==> src/include/typeb_defs.svh <==
// Constants for the Type B attribute/halt handler pair.
// Assumes inclusion by bare name from both ends, the checker and the bench.
`ifndef TYPEB_DEFS_SVH
`define TYPEB_DEFS_SVH

// Command and response codes
`define TB_CMD_ATTRIB 8'h1D
`define TB_CMD_HLTB 8'h50
`define TB_RSP_ATTRIB 8'h10
`define TB_RSP_HLTB 8'h00

// Frame lengths without CRC_B, in bytes
`define TB_ATTRIB_LEN 4'h9
`define TB_HLTB_LEN 4'h5

// Byte positions within a frame
`define TB_POS_CMD 4'h0
`define TB_POS_ID_LAST 4'h4
`define TB_POS_PARAM1 4'h5
`define TB_POS_PARAM2 4'h6
`define TB_POS_PARAM3 4'h7
`define TB_POS_PARAM4 4'h8

// Param2 field layout and codes
`define TB_P2_TX_RATE_MSB 7
`define TB_P2_TX_RATE_LSB 6
`define TB_P2_RX_RATE_MSB 5
`define TB_P2_RX_RATE_LSB 4
`define TB_P2_FSDI_MSB 3
`define TB_P2_FSDI_LSB 0
`define TB_RATE_106 2'h0
`define TB_RATE_212 2'h1
`define TB_RATE_424 2'h2
`define TB_RATE_FORBIDDEN 2'h3
`define TB_FSDI_256 4'h8

// Param3 and Param4 layout and codes
`define TB_P3_RFU_MSB 7
`define TB_P3_RFU_LSB 4
`define TB_P3_PROTO_BIT 0
`define TB_P4_CID_MSB 3
`define TB_P4_CID_LSB 0
`define TB_NIBBLE_ZERO 4'h0

// Fixed Param values sent by the reader end
`define TB_PARAM1_VALUE 8'h00
`define TB_PARAM4_VALUE 8'h00

// Reader wait for an answer, in clock cycles
`define TB_RSP_WAIT_CYCLES 8'h20

`endif

==> src/include/typeb_pkg.sv <==
// Types shared by the two ends of the Type B link.
// Assumes nothing beyond a SystemVerilog compiler.
package typeb_pkg;

    // Tag protocol state, Gray along ready -> active -> halt
    typedef enum logic [1:0] {
        TAG_READY = 2'b00,
        TAG_ACTIVE = 2'b01,
        TAG_HALT = 2'b11
    } tag_state_e;

    // Reader sequencer, Gray along idle -> send -> wait -> done
    typedef enum logic [1:0] {
        RD_IDLE = 2'b00,
        RD_SEND = 2'b01,
        RD_WAIT = 2'b11,
        RD_DONE = 2'b10
    } rd_state_e;

    typedef logic [7:0] byte_t;

endpackage

==> src/include/typeb_link_if.sv <==
// Byte-level Type B link between reader end and tag end.
// Assumes an outside framer adds and checks CRC_B; both ends share one clock.
`timescale 1ns/1ns
`default_nettype none

interface typeb_link_if;
    logic cmd_valid;
    logic [7:0] cmd_data;
    logic cmd_last;
    logic cmd_crc_ok;
    logic rsp_valid;
    logic [7:0] rsp_data;

    modport tag (
        input cmd_valid,
        input cmd_data,
        input cmd_last,
        input cmd_crc_ok,
        output rsp_valid,
        output rsp_data
    );

    modport reader (
        output cmd_valid,
        output cmd_data,
        output cmd_last,
        output cmd_crc_ok,
        input rsp_valid,
        input rsp_data
    );
endinterface

`default_nettype wire

==> src/design/typeb_tag_end.sv <==
// Tag end: checks ATTRIB and HLTB frames and builds the one-byte answer.
// Assumes the framer strips CRC_B, flags its result with the last byte,
// and appends CRC_B to every answer byte it is handed.
//
// Contract
// - Rate fields equal and not 11b, else silent
// - Unsupported Param2 setting gets no answer
// - Reader codes frame size 0000b..1000b; the reader end passes any fsdi_in through unchecked
// - Reader sets Param3 protocol nibble, upper zero
// - Answer only if Param3 upper zero, bit0 set
// - Silent unless Param4 low nibble zero
// - Accepted ATTRIB answers 0x10 plus CRC_B
// - HLTB with own PUPI halts, answers 0x00
// - ATTRIB code 0x1D moves tag to active
`timescale 1ns/1ns
`include "typeb_defs.svh"
`default_nettype none

module typeb_tag_end (
    // Clock and reset
    input wire logic mclk_in,
    input wire logic sys_rst_in,
    // Link to the reader
    typeb_link_if.tag link,
    // Tag identity and wake-up from the anticollision logic
    input wire logic [31:0] pupi_in,
    input wire logic wake_in,
    // Tag status
    output logic active_out,
    output logic halted_out,
    output logic accept_out
);

    ////////////////////////////////////////////////////////////////////////
    // State

    typeb_pkg::tag_state_e st_ff;
    typeb_pkg::tag_state_e nxt_st;
    logic [3:0] idx_ff;
    logic [3:0] nxt_idx;
    logic [7:0] cmd_ff;
    logic [7:0] nxt_cmd;
    logic id_ok_ff;
    logic nxt_id_ok;
    logic [7:0] p2_ff;
    logic [7:0] nxt_p2;
    logic [7:0] p3_ff;
    logic [7:0] nxt_p3;
    logic rsp_valid_ff;
    logic nxt_rsp_valid;
    logic [7:0] rsp_data_ff;
    logic [7:0] nxt_rsp_data;
    logic accept_ff;
    logic nxt_accept;

    ////////////////////////////////////////////////////////////////////////
    // Frame checks

    logic [7:0] cmd_now;
    logic [3:0] frame_len;
    logic [7:0] pupi_byte;
    logic p2_ok;
    logic p3_ok;
    logic p4_ok;
    logic attrib_ok;
    logic hltb_ok;

    // Identifier bytes arrive most significant first
    always_comb begin
        case (idx_ff)
            4'h1: pupi_byte = pupi_in[31:24];
            4'h2: pupi_byte = pupi_in[23:16];
            4'h3: pupi_byte = pupi_in[15:8];
            4'h4: pupi_byte = pupi_in[7:0];
            default: pupi_byte = 8'h00;
        endcase
    end

    always_comb begin
        cmd_now = (idx_ff == `TB_POS_CMD) ? link.cmd_data : cmd_ff;
        frame_len = idx_ff + 4'h1;
        // Both rates must match and neither may be the forbidden code
        p2_ok = (p2_ff[`TB_P2_TX_RATE_MSB:`TB_P2_TX_RATE_LSB] != `TB_RATE_FORBIDDEN)
            && (p2_ff[`TB_P2_TX_RATE_MSB:`TB_P2_TX_RATE_LSB]
                == p2_ff[`TB_P2_RX_RATE_MSB:`TB_P2_RX_RATE_LSB])
            && (p2_ff[`TB_P2_FSDI_MSB:`TB_P2_FSDI_LSB] <= `TB_FSDI_256);
        // Protocol nibble bits 3-1 are don't-care
        p3_ok = (p3_ff[`TB_P3_RFU_MSB:`TB_P3_RFU_LSB] == `TB_NIBBLE_ZERO)
            && p3_ff[`TB_P3_PROTO_BIT];
        // No card identifier; the upper nibble is don't-care
        p4_ok = (link.cmd_data[`TB_P4_CID_MSB:`TB_P4_CID_LSB] == `TB_NIBBLE_ZERO);
    end

    ////////////////////////////////////////////////////////////////////////
    // Byte capture

    always_comb begin
        nxt_idx = idx_ff;
        nxt_cmd = cmd_ff;
        nxt_id_ok = id_ok_ff;
        nxt_p2 = p2_ff;
        nxt_p3 = p3_ff;
        if (link.cmd_valid) begin
            if (idx_ff != 4'hF) begin
                nxt_idx = idx_ff + 4'h1;
            end
            case (idx_ff)
                `TB_POS_CMD: begin
                    nxt_cmd = link.cmd_data;
                    nxt_id_ok = 1'b1;
                end
                4'h1, 4'h2, 4'h3, `TB_POS_ID_LAST: begin
                    nxt_id_ok = id_ok_ff && (link.cmd_data == pupi_byte);
                end
                `TB_POS_PARAM2: begin
                    nxt_p2 = link.cmd_data;
                end
                `TB_POS_PARAM3: begin
                    nxt_p3 = link.cmd_data;
                end
                default: begin
                    nxt_cmd = cmd_ff;
                end
            endcase
            // Param1 timing options are not used by this tag
            if (link.cmd_last) begin
                nxt_idx = 4'h0;
            end
        end
    end

    ////////////////////////////////////////////////////////////////////////
    // Decision and answer

    always_comb begin
        attrib_ok = link.cmd_valid && link.cmd_last
            && (cmd_now == `TB_CMD_ATTRIB)
            && (frame_len == `TB_ATTRIB_LEN)
            && link.cmd_crc_ok
            && (st_ff != typeb_pkg::TAG_HALT)
            && nxt_id_ok && p2_ok && p3_ok && p4_ok;
        hltb_ok = link.cmd_valid && link.cmd_last
            && (cmd_now == `TB_CMD_HLTB)
            && (frame_len == `TB_HLTB_LEN)
            && link.cmd_crc_ok
            && (st_ff != typeb_pkg::TAG_HALT)
            && nxt_id_ok;
    end

    always_comb begin
        nxt_st = st_ff;
        nxt_rsp_valid = 1'b0;
        nxt_rsp_data = rsp_data_ff;
        nxt_accept = 1'b0;
        case (st_ff)
            typeb_pkg::TAG_READY, typeb_pkg::TAG_ACTIVE: begin
                if (hltb_ok) begin
                    nxt_st = typeb_pkg::TAG_HALT;
                    nxt_rsp_valid = 1'b1;
                    nxt_rsp_data = `TB_RSP_HLTB;
                end else if (attrib_ok) begin
                    nxt_st = typeb_pkg::TAG_ACTIVE;
                    nxt_rsp_valid = 1'b1;
                    nxt_rsp_data = `TB_RSP_ATTRIB;
                    nxt_accept = 1'b1;
                end
            end
            typeb_pkg::TAG_HALT: begin
                // Only the outside wake-up leaves halt; frames fall through silently
                if (wake_in) begin
                    nxt_st = typeb_pkg::TAG_READY;
                end
            end
            default: begin
                nxt_st = typeb_pkg::TAG_READY;
            end
        endcase
    end

    ////////////////////////////////////////////////////////////////////////
    // Registers

    always_ff @(posedge mclk_in) begin
        if (sys_rst_in) begin
            st_ff <= typeb_pkg::TAG_READY;
            idx_ff <= 4'h0;
            cmd_ff <= 8'h00;
            id_ok_ff <= 1'b0;
            p2_ff <= 8'h00;
            p3_ff <= 8'h00;
            rsp_valid_ff <= 1'b0;
            rsp_data_ff <= 8'h00;
            accept_ff <= 1'b0;
        end else begin
            st_ff <= nxt_st;
            idx_ff <= nxt_idx;
            cmd_ff <= nxt_cmd;
            id_ok_ff <= nxt_id_ok;
            p2_ff <= nxt_p2;
            p3_ff <= nxt_p3;
            rsp_valid_ff <= nxt_rsp_valid;
            rsp_data_ff <= nxt_rsp_data;
            accept_ff <= nxt_accept;
        end
    end

    ////////////////////////////////////////////////////////////////////////
    // Outputs

    // The answer is one byte; the framer appends the two CRC_B bytes
    assign link.rsp_valid = rsp_valid_ff;
    assign link.rsp_data = rsp_data_ff;
    assign active_out = (st_ff == typeb_pkg::TAG_ACTIVE);
    assign halted_out = (st_ff == typeb_pkg::TAG_HALT);
    assign accept_out = accept_ff;

endmodule

`default_nettype wire

==> src/flat_wrapper.sv <==
// flat-port wrapper written by rule: the top's interface ports become plain ports
module typeb_tag_end_flat 
  (mclk_in, sys_rst_in, pupi_in, wake_in, active_out, halted_out, accept_out, link_cmd_valid, link_cmd_data, link_cmd_last, link_cmd_crc_ok, link_rsp_valid, link_rsp_data);
  typeb_link_if link_i ();
  input wire logic mclk_in;
  input wire logic sys_rst_in;
  input wire logic [31:0] pupi_in;
  input wire logic wake_in;
  output logic active_out;
  output logic halted_out;
  output logic accept_out;
  input wire logic [$bits(link_i.cmd_valid)-1:0] link_cmd_valid;
  input wire logic [$bits(link_i.cmd_data)-1:0] link_cmd_data;
  input wire logic [$bits(link_i.cmd_last)-1:0] link_cmd_last;
  input wire logic [$bits(link_i.cmd_crc_ok)-1:0] link_cmd_crc_ok;
  output wire logic [$bits(link_i.rsp_valid)-1:0] link_rsp_valid;
  output wire logic [$bits(link_i.rsp_data)-1:0] link_rsp_data;
  assign link_i.cmd_valid = link_cmd_valid;
  assign link_i.cmd_data = link_cmd_data;
  assign link_i.cmd_last = link_cmd_last;
  assign link_i.cmd_crc_ok = link_cmd_crc_ok;
  assign link_rsp_valid = link_i.rsp_valid;
  assign link_rsp_data = link_i.rsp_data;
  typeb_tag_end u_core (.mclk_in(mclk_in), .sys_rst_in(sys_rst_in), .link(link_i), .pupi_in(pupi_in), .wake_in(wake_in), .active_out(active_out), .halted_out(halted_out), .accept_out(accept_out));
endmodule
==> config.mk <==
export PLATFORM = sky130hd
export DESIGN_NAME = typeb_tag_end_flat
export DESIGN_NICKNAME = d
export VERILOG_FILES = /design/src/include/typeb_pkg.sv /design/src/include/typeb_link_if.sv /design/src/design/typeb_tag_end.sv /design/src/flat_wrapper.sv
export VERILOG_INCLUDE_DIRS = /design/src /design/src/include
export SDC_FILE = /design/constraint.sdc
export NUM_CORES = 1
export LEC_CHECK = 0
export CORE_UTILIZATION = 29
export CTS_CLUSTER_SIZE = 40
export DETAILED_ROUTE_END_ITERATION = 10
export DONT_BUFFER_PORTS = 1
export GPL_TIMING_DRIVEN = 0
export SLEW_MARGIN = 30
export SYNTH_ARGS = -nofsm -noshare
export SYNTH_HDL_FRONTEND = slang
export SYNTH_SLANG_ARGS = --single-unit
==> constraint.sdc <==
create_clock -name mclk_in -period 4.8 [get_ports mclk_in]
set_input_delay 0.96 -clock mclk_in [delete_from_list [all_inputs] [get_ports mclk_in]]
set_output_delay 0.96 -clock mclk_in [all_outputs]
set_load 0.005 [all_outputs]
## Word-level counts from Yosys, hierarchy flattened

Cells that the tools add are included.

- Reduce and logical (&&, ||, !) cells: 33
- Bitwise gates (word level): 1
- Magnitude comparators: 1
- Multiplexer cells: 14
- $add $sub $neg: 1
- Eq/ne operators: 19

Operators with widths:

| cell | count |
|---|---|
| $pmux W8 S4 | 1 |
| $mux W8 | 3 |
| $logic_and A1 B1 Y1 | 18 |
| $eq A4 B3 Y1 const B | 4 |
| $logic_not A4 Y1 | 3 |
| $reduce_and A2 Y1 | 5 |
| $eq A4 B2 Y1 const B | 2 |
| $eq A8 B5 Y1 const B | 1 |
| $eq A8 B7 Y1 const B | 1 |
| $eq A8 B8 Y1 | 1 |
| $mux W4 | 2 |
| $mux W2 | 3 |
| $ne A2 B2 Y1 const B | 3 |
| $add A4 B1 Y4 const B | 1 |
| $eq A4 B1 Y1 const B | 1 |
| $eq A4 B4 Y1 const B | 1 |
| $le A4 B4 Y1 const B | 1 |
| $ne A4 B4 Y1 const B | 1 |
| $pmux W2 S2 | 1 |
| $reduce_bool A2 Y1 | 2 |
| $reduce_or A2 Y1 | 2 |
| $reduce_or A4 Y1 | 1 |
| $mux W1 | 3 |
| $ne A3 B1 Y1 const B | 1 |
| other kinds (7) | 7 |

- Input port bits: 46
- Flip-flop bits (word level): 41
- Output and inout port bits: 12

## Depth between registers and ports, before layout

- Word-level depth: 14
- Mapped depth: 10

## Worst setup path after synthesis

OpenSTA, ideal clock, no wires.

- Path kind: input to register
- Start point: input port link_cmd_data[0]
- End point: register u_core.rsp_valid_ff (netlist: u_core.link.rsp_valid)
- Setup slack: 2.302 ns
- Buffers on the path: 1
- Arrival: 2.425 ns
- Required time: 4.727 ns
- Stages on the path: 8
- Cells stage by stage: buf_6 -> nor4_4 -> nand2_1 -> a2111oi_0 -> and4_1 -> a21oi_2 -> or2_4 -> nor3_2

- Word-level cells in the longest chain between the ends: 12

Ends and longest elaborated chain:

| element | RTL line | text |
|---|---|---|
| from (decl) | flat_wrapper.sv:13 | `input wire logic [$bits(link_i.cmd_data)-1:0] link_cmd_data;` |
| $mux W8 | - |  |
| $eq A8 B5 Y1 (no source line) | - |  |
| $logic_and A1 B1 Y1 (8 in series) | typeb_tag_end.sv:136 | `attrib_ok = link.cmd_valid && link.cmd_last` |
| $mux W1 | typeb_tag_end.sv:161 | `end else if (attrib_ok) begin` |
| $mux W1 * | typeb_tag_end.sv:157 | `if (hltb_ok) begin` |
| to (signal assigned) | typeb_tag_end.sv:201 | `rsp_valid_ff <= nxt_rsp_valid;` |
| to (decl) | typeb_tag_end.sv:49 | `logic rsp_valid_ff;` |

Mark *: on every way between the ends. The rest lies on a longest branch, timed or not.
A chain may end at the register's enable or synchronous reset.

## Final worst setup path

- Start point: input port link_cmd_data[5]
- End point: register u_core.rsp_valid_ff (netlist: u_core.link.rsp_valid)

The elaborated chain is that of the path after synthesis.

==> results by group <==
Critical path
  – CP Launch Type: input port
  – Worst path buffer plus inverter count: 1
  – Reg2reg end: u_core.link.rsp_valid$_SDFF_PP0_
  – CP startpoint: link_cmd_data[5]
  – Critical Path Slowest Stage Cell: a2111oi_0
  – R2R setup slack: 2240 ps
  – Worst-path fanout max: 8
  – Crit. path cell count: 8
  – Critical path type: input port to register
  – Worst-path cell chain: clkbuf_1, nor4_1, nand2_1, a2111oi_0, and4_1, a21oi_2, or2_4, nor3_2
  – Crit path DAT: 2770 ps
  – CP max stage delay: 400 ps
  – Crit. End Element: register
  – Worst setup endpoint: u_core.link.rsp_valid$_SDFF_PP0_
  – Family with the most delay on the worst path: simple AND/OR/NAND/NOR gates
  – Worst r2r src: u_core.idx_ff[1]$_SDFFE_PP0P_
  – R2R cell count: 10
  – Worst endpoint required time: 5010 ps

Layout
  – Nets: 318
  – ANT cells: 0
  – Area delta synth->final: 11.91%
  – Most common cell after layout, fill and taps aside: nand2_1
  – Final Cell Area: 2257 um^2
  – Layout cells sized above 1: 13.81%
  – Most frequent cells in the layout: 53 x nand2_1, 31 x dfxtp_1, 28 x a21oi_1
  – # fillers: 715
  – Cell Count, Final, Fillers Out: 348

Yosys
  – YS warnings: 0
  – Mapped Avg Cell Area: 7.941 um^2
  – Synth cell types: between 50 and 60
  – Post-synth EDFFs: 0
  – Prevailing post-synth register cell: dfxtp_1
  – #FFs+latches synth: 31
  – Synth top area share: a little under a third
  – Post-synthesis cell count: 254
  – Post-Syn Area: 2017 um^2
  – Seq/Total Area, Yosys: between 30% and 40%
  – Post-synth ARST share: 0%
  – Area leader, netlist: dfxtp_1
  – Top post-synthesis cells by area: dfxtp_1 31%, nand2_1 9.9%, a21oi_1 6.9%, mux2i_1 3.5%, a22oi_1 3.3%

Route
  – Post-DRT Antenna Nets: 0
  – Vias per cell: 5.374
  – Vias: about 1,900
  – Post-route DRC: 0
  – Final wirelength: 5.318 mm
  – Pre-Repair DR Iteration Count: 4
  – DRT iter0 DRCs: 120
  – Routed len/inst: 15.28 um

Global routing
  – Largest net degree at the start of global routing: 11
  – Initial antenna violation count: 0
  – Number of global-route vias before repair: around 1,800
  – GRT Total Usage: approximately 15%
  – First-pass GRT wire length: between 8 and 9 mm
  – Grt total ovfl: 0

CTS
  – Clk slew on worst S/H paths: 70 ps
  – Post_cts resized: 0
  – CTS tree: done
  – H-tree depth: 2
  – Total CTS buffers: 5
  – Clock root buffer: clkbuf_8
  – Post-CTS Setup Inserts: 0
  – Hold Buf Count CTS: 0
  – Clk sink count: 31
  – Clk buf depth: 2
  – Worst-Skew Late Latency: about 280 ps

Hold path
  – Worst Hold Class: register to register

STA
  – RSZ-0062 raised after global routing: false
  – Slew headroom: 63.80%
  – Tightest Pin Transition: 537.3 ps
  – Final hold vios: 0
  – Total negative setup slack: 0 ps
  – Tcrit/Tclk final: 53.49%
  – F_max: approximately 390 MHz
  – PnR worst setup slack: between 2000 and 2500 ps
  – Tmin final: 2568 ps
  – Fin. max-slew vios: 0
  – Clock skew: 5.368 ps
  – Setup Viol. Count Final: 0

Place
  – Port bufs: 0
  – Dpl hpwl: 4.044 mm
  – Placed cells: 340
  – DP Area: 2140 um^2
  – Dpl ws: approximately 2000 ps
  – Gp weighted congestion: 0.8207

Power and ir drop
  – Pwr Total: 0.6001 mW
  – Peak VDD IR: 0.1095 mV
  – Leakage: about 0.85 nW
  – Pwr Density: about 270 nW/um^2

Flow run
  – Max cap viols: 0

Run status
  – Status: finished, final reports clean

Floorplan
  – Num rows: 30
  – Core box area: slightly below 7000 um^2
  – Die height: about 85 um
  – Die Width: around 85 um
  – Die area: roughly 7300 um^2
  – Starting Density: 29.85%
  – Ports: between 50 and 60
==> how the worst min path moves through the flow <==
stage	startpoint	cells after the start	slack, ps	endpoint
after floorplan	u_core.cmd_ff[4]$_SDFFE_PP0P_	2	430	u_core.cmd_ff[4]$_SDFFE_PP0P_
after global placement	u_core.cmd_ff[4]$_SDFFE_PP0P_	2	440	u_core.cmd_ff[4]$_SDFFE_PP0P_
after detailed placement	u_core.cmd_ff[4]$_SDFFE_PP0P_	2	450	u_core.cmd_ff[4]$_SDFFE_PP0P_
after CTS	u_core.cmd_ff[4]$_SDFFE_PP0P_	2	460	u_core.cmd_ff[4]$_SDFFE_PP0P_
after global routing	u_core.cmd_ff[1]$_SDFFE_PP0P_	2	480	u_core.cmd_ff[1]$_SDFFE_PP0P_
final	u_core.cmd_ff[4]$_SDFFE_PP0P_	2	450	u_core.cmd_ff[4]$_SDFFE_PP0P_
==> per-stage QoR <==
step	util (%)	hold WS, ps
final	33.41	453.0
after global routing	33.41	478.5
after CTS	33.41	456.5
after detailed placement	31.67	447.4
after global placement	31.67	444.3
after floorplan	-	431.6
==> cell usage after synthesis (2+ instances only) <==
cell type  count
nand3_1        5
a21oi_2        2
inv_1          4
a21boi_0       5
nor3_2         3
nand2_1       53
buf_6          5
a222oi_1       2
o21ai_0        4
dfxtp_1       31
a22oi_1        9
buf_4          8
buf_2          4
clkbuf_1       6
nor4_1         4
and2_1         4
nor2b_1        2
a211oi_1       3
xor2_1         2
mux2i_1        7
or3_1          3
nand2b_1       2
ha_1           5
a2111oi_0      7
a21oi_1       28
nor2_1         9
nor4b_1        3
nand4_1        2
nor3_1         4
and3_1         5
nand4b_1       2
==> area by class of cell <==
type                       count  area, um^2  area share, %
multi-input combinational    201        1241          54.99
clock buffer                   6       82.58          3.659
inverter                       5       18.77         0.8315
tap                           80       100.1          4.435
sequential                    31       620.6          27.49
clock inverter                 2       35.03          1.552
buffer                        23       158.9          7.040
==> kinds of logic after synthesis <==
logic type	share of synthesized area, %
and+or+nand+nor	29.22
AOI/OAI and AO/OA	22.58
DFF	30.77
buffers and inverters	8.808
muxes	4.032
adders and majority gates	3.102
xor gates and xnor gates	1.303
other	0.1859
==> worst reg2reg max path: cells and delay by family, from the launching register on <==
| family | cells | cell delay, ps |
|---|---|---|
| AND/OR/NAND/NOR | 4 | 990 |
| flip-flops | 1 | 400 |
| buffers and inverters | 2 | 290 |
| adder cells (fa/ha/maj) | 1 | 180 |
| AO/OA/AOI/OAI | 3 | 640 |
==> where the power goes <==
group / total, mW / internal [mW] / leakage, nW / switching [mW]
Sequential: 0.267 / 0.263 / 0.251 / 0.00425
Combinational: 0.0687 / 0.0290 / 0.539 / 0.0397
Clock: 0.264 / 0.168 / 0.0612 / 0.0964
Total: 0.600 / 0.460 / 0.851 / 0.140
==> routing by layer <==
| metal | track usage (%) | part of all wire (%) |
|---|---|---|
| met3 | 4.572 | 6.1 |
| met5 | 0 | 0 |
| met2 | 26.83 | 49 |
| met1 | 17.11 | 43 |
| met4 | 4.848 | 2.1 |
==> flip-flops by register name, indices dropped and copies added, names as in the netlist <==
register               count
u_core.id_ok_ff            1
u_core.idx_ff              4
u_core.accept_out          1
u_core.st_ff               2
u_core.cmd_ff              8
u_core.p2_ff               8
u_core.link.rsp_data       1
u_core.link.rsp_valid      1
u_core.p3_ff               5
(Power assumes the default switching activity.)
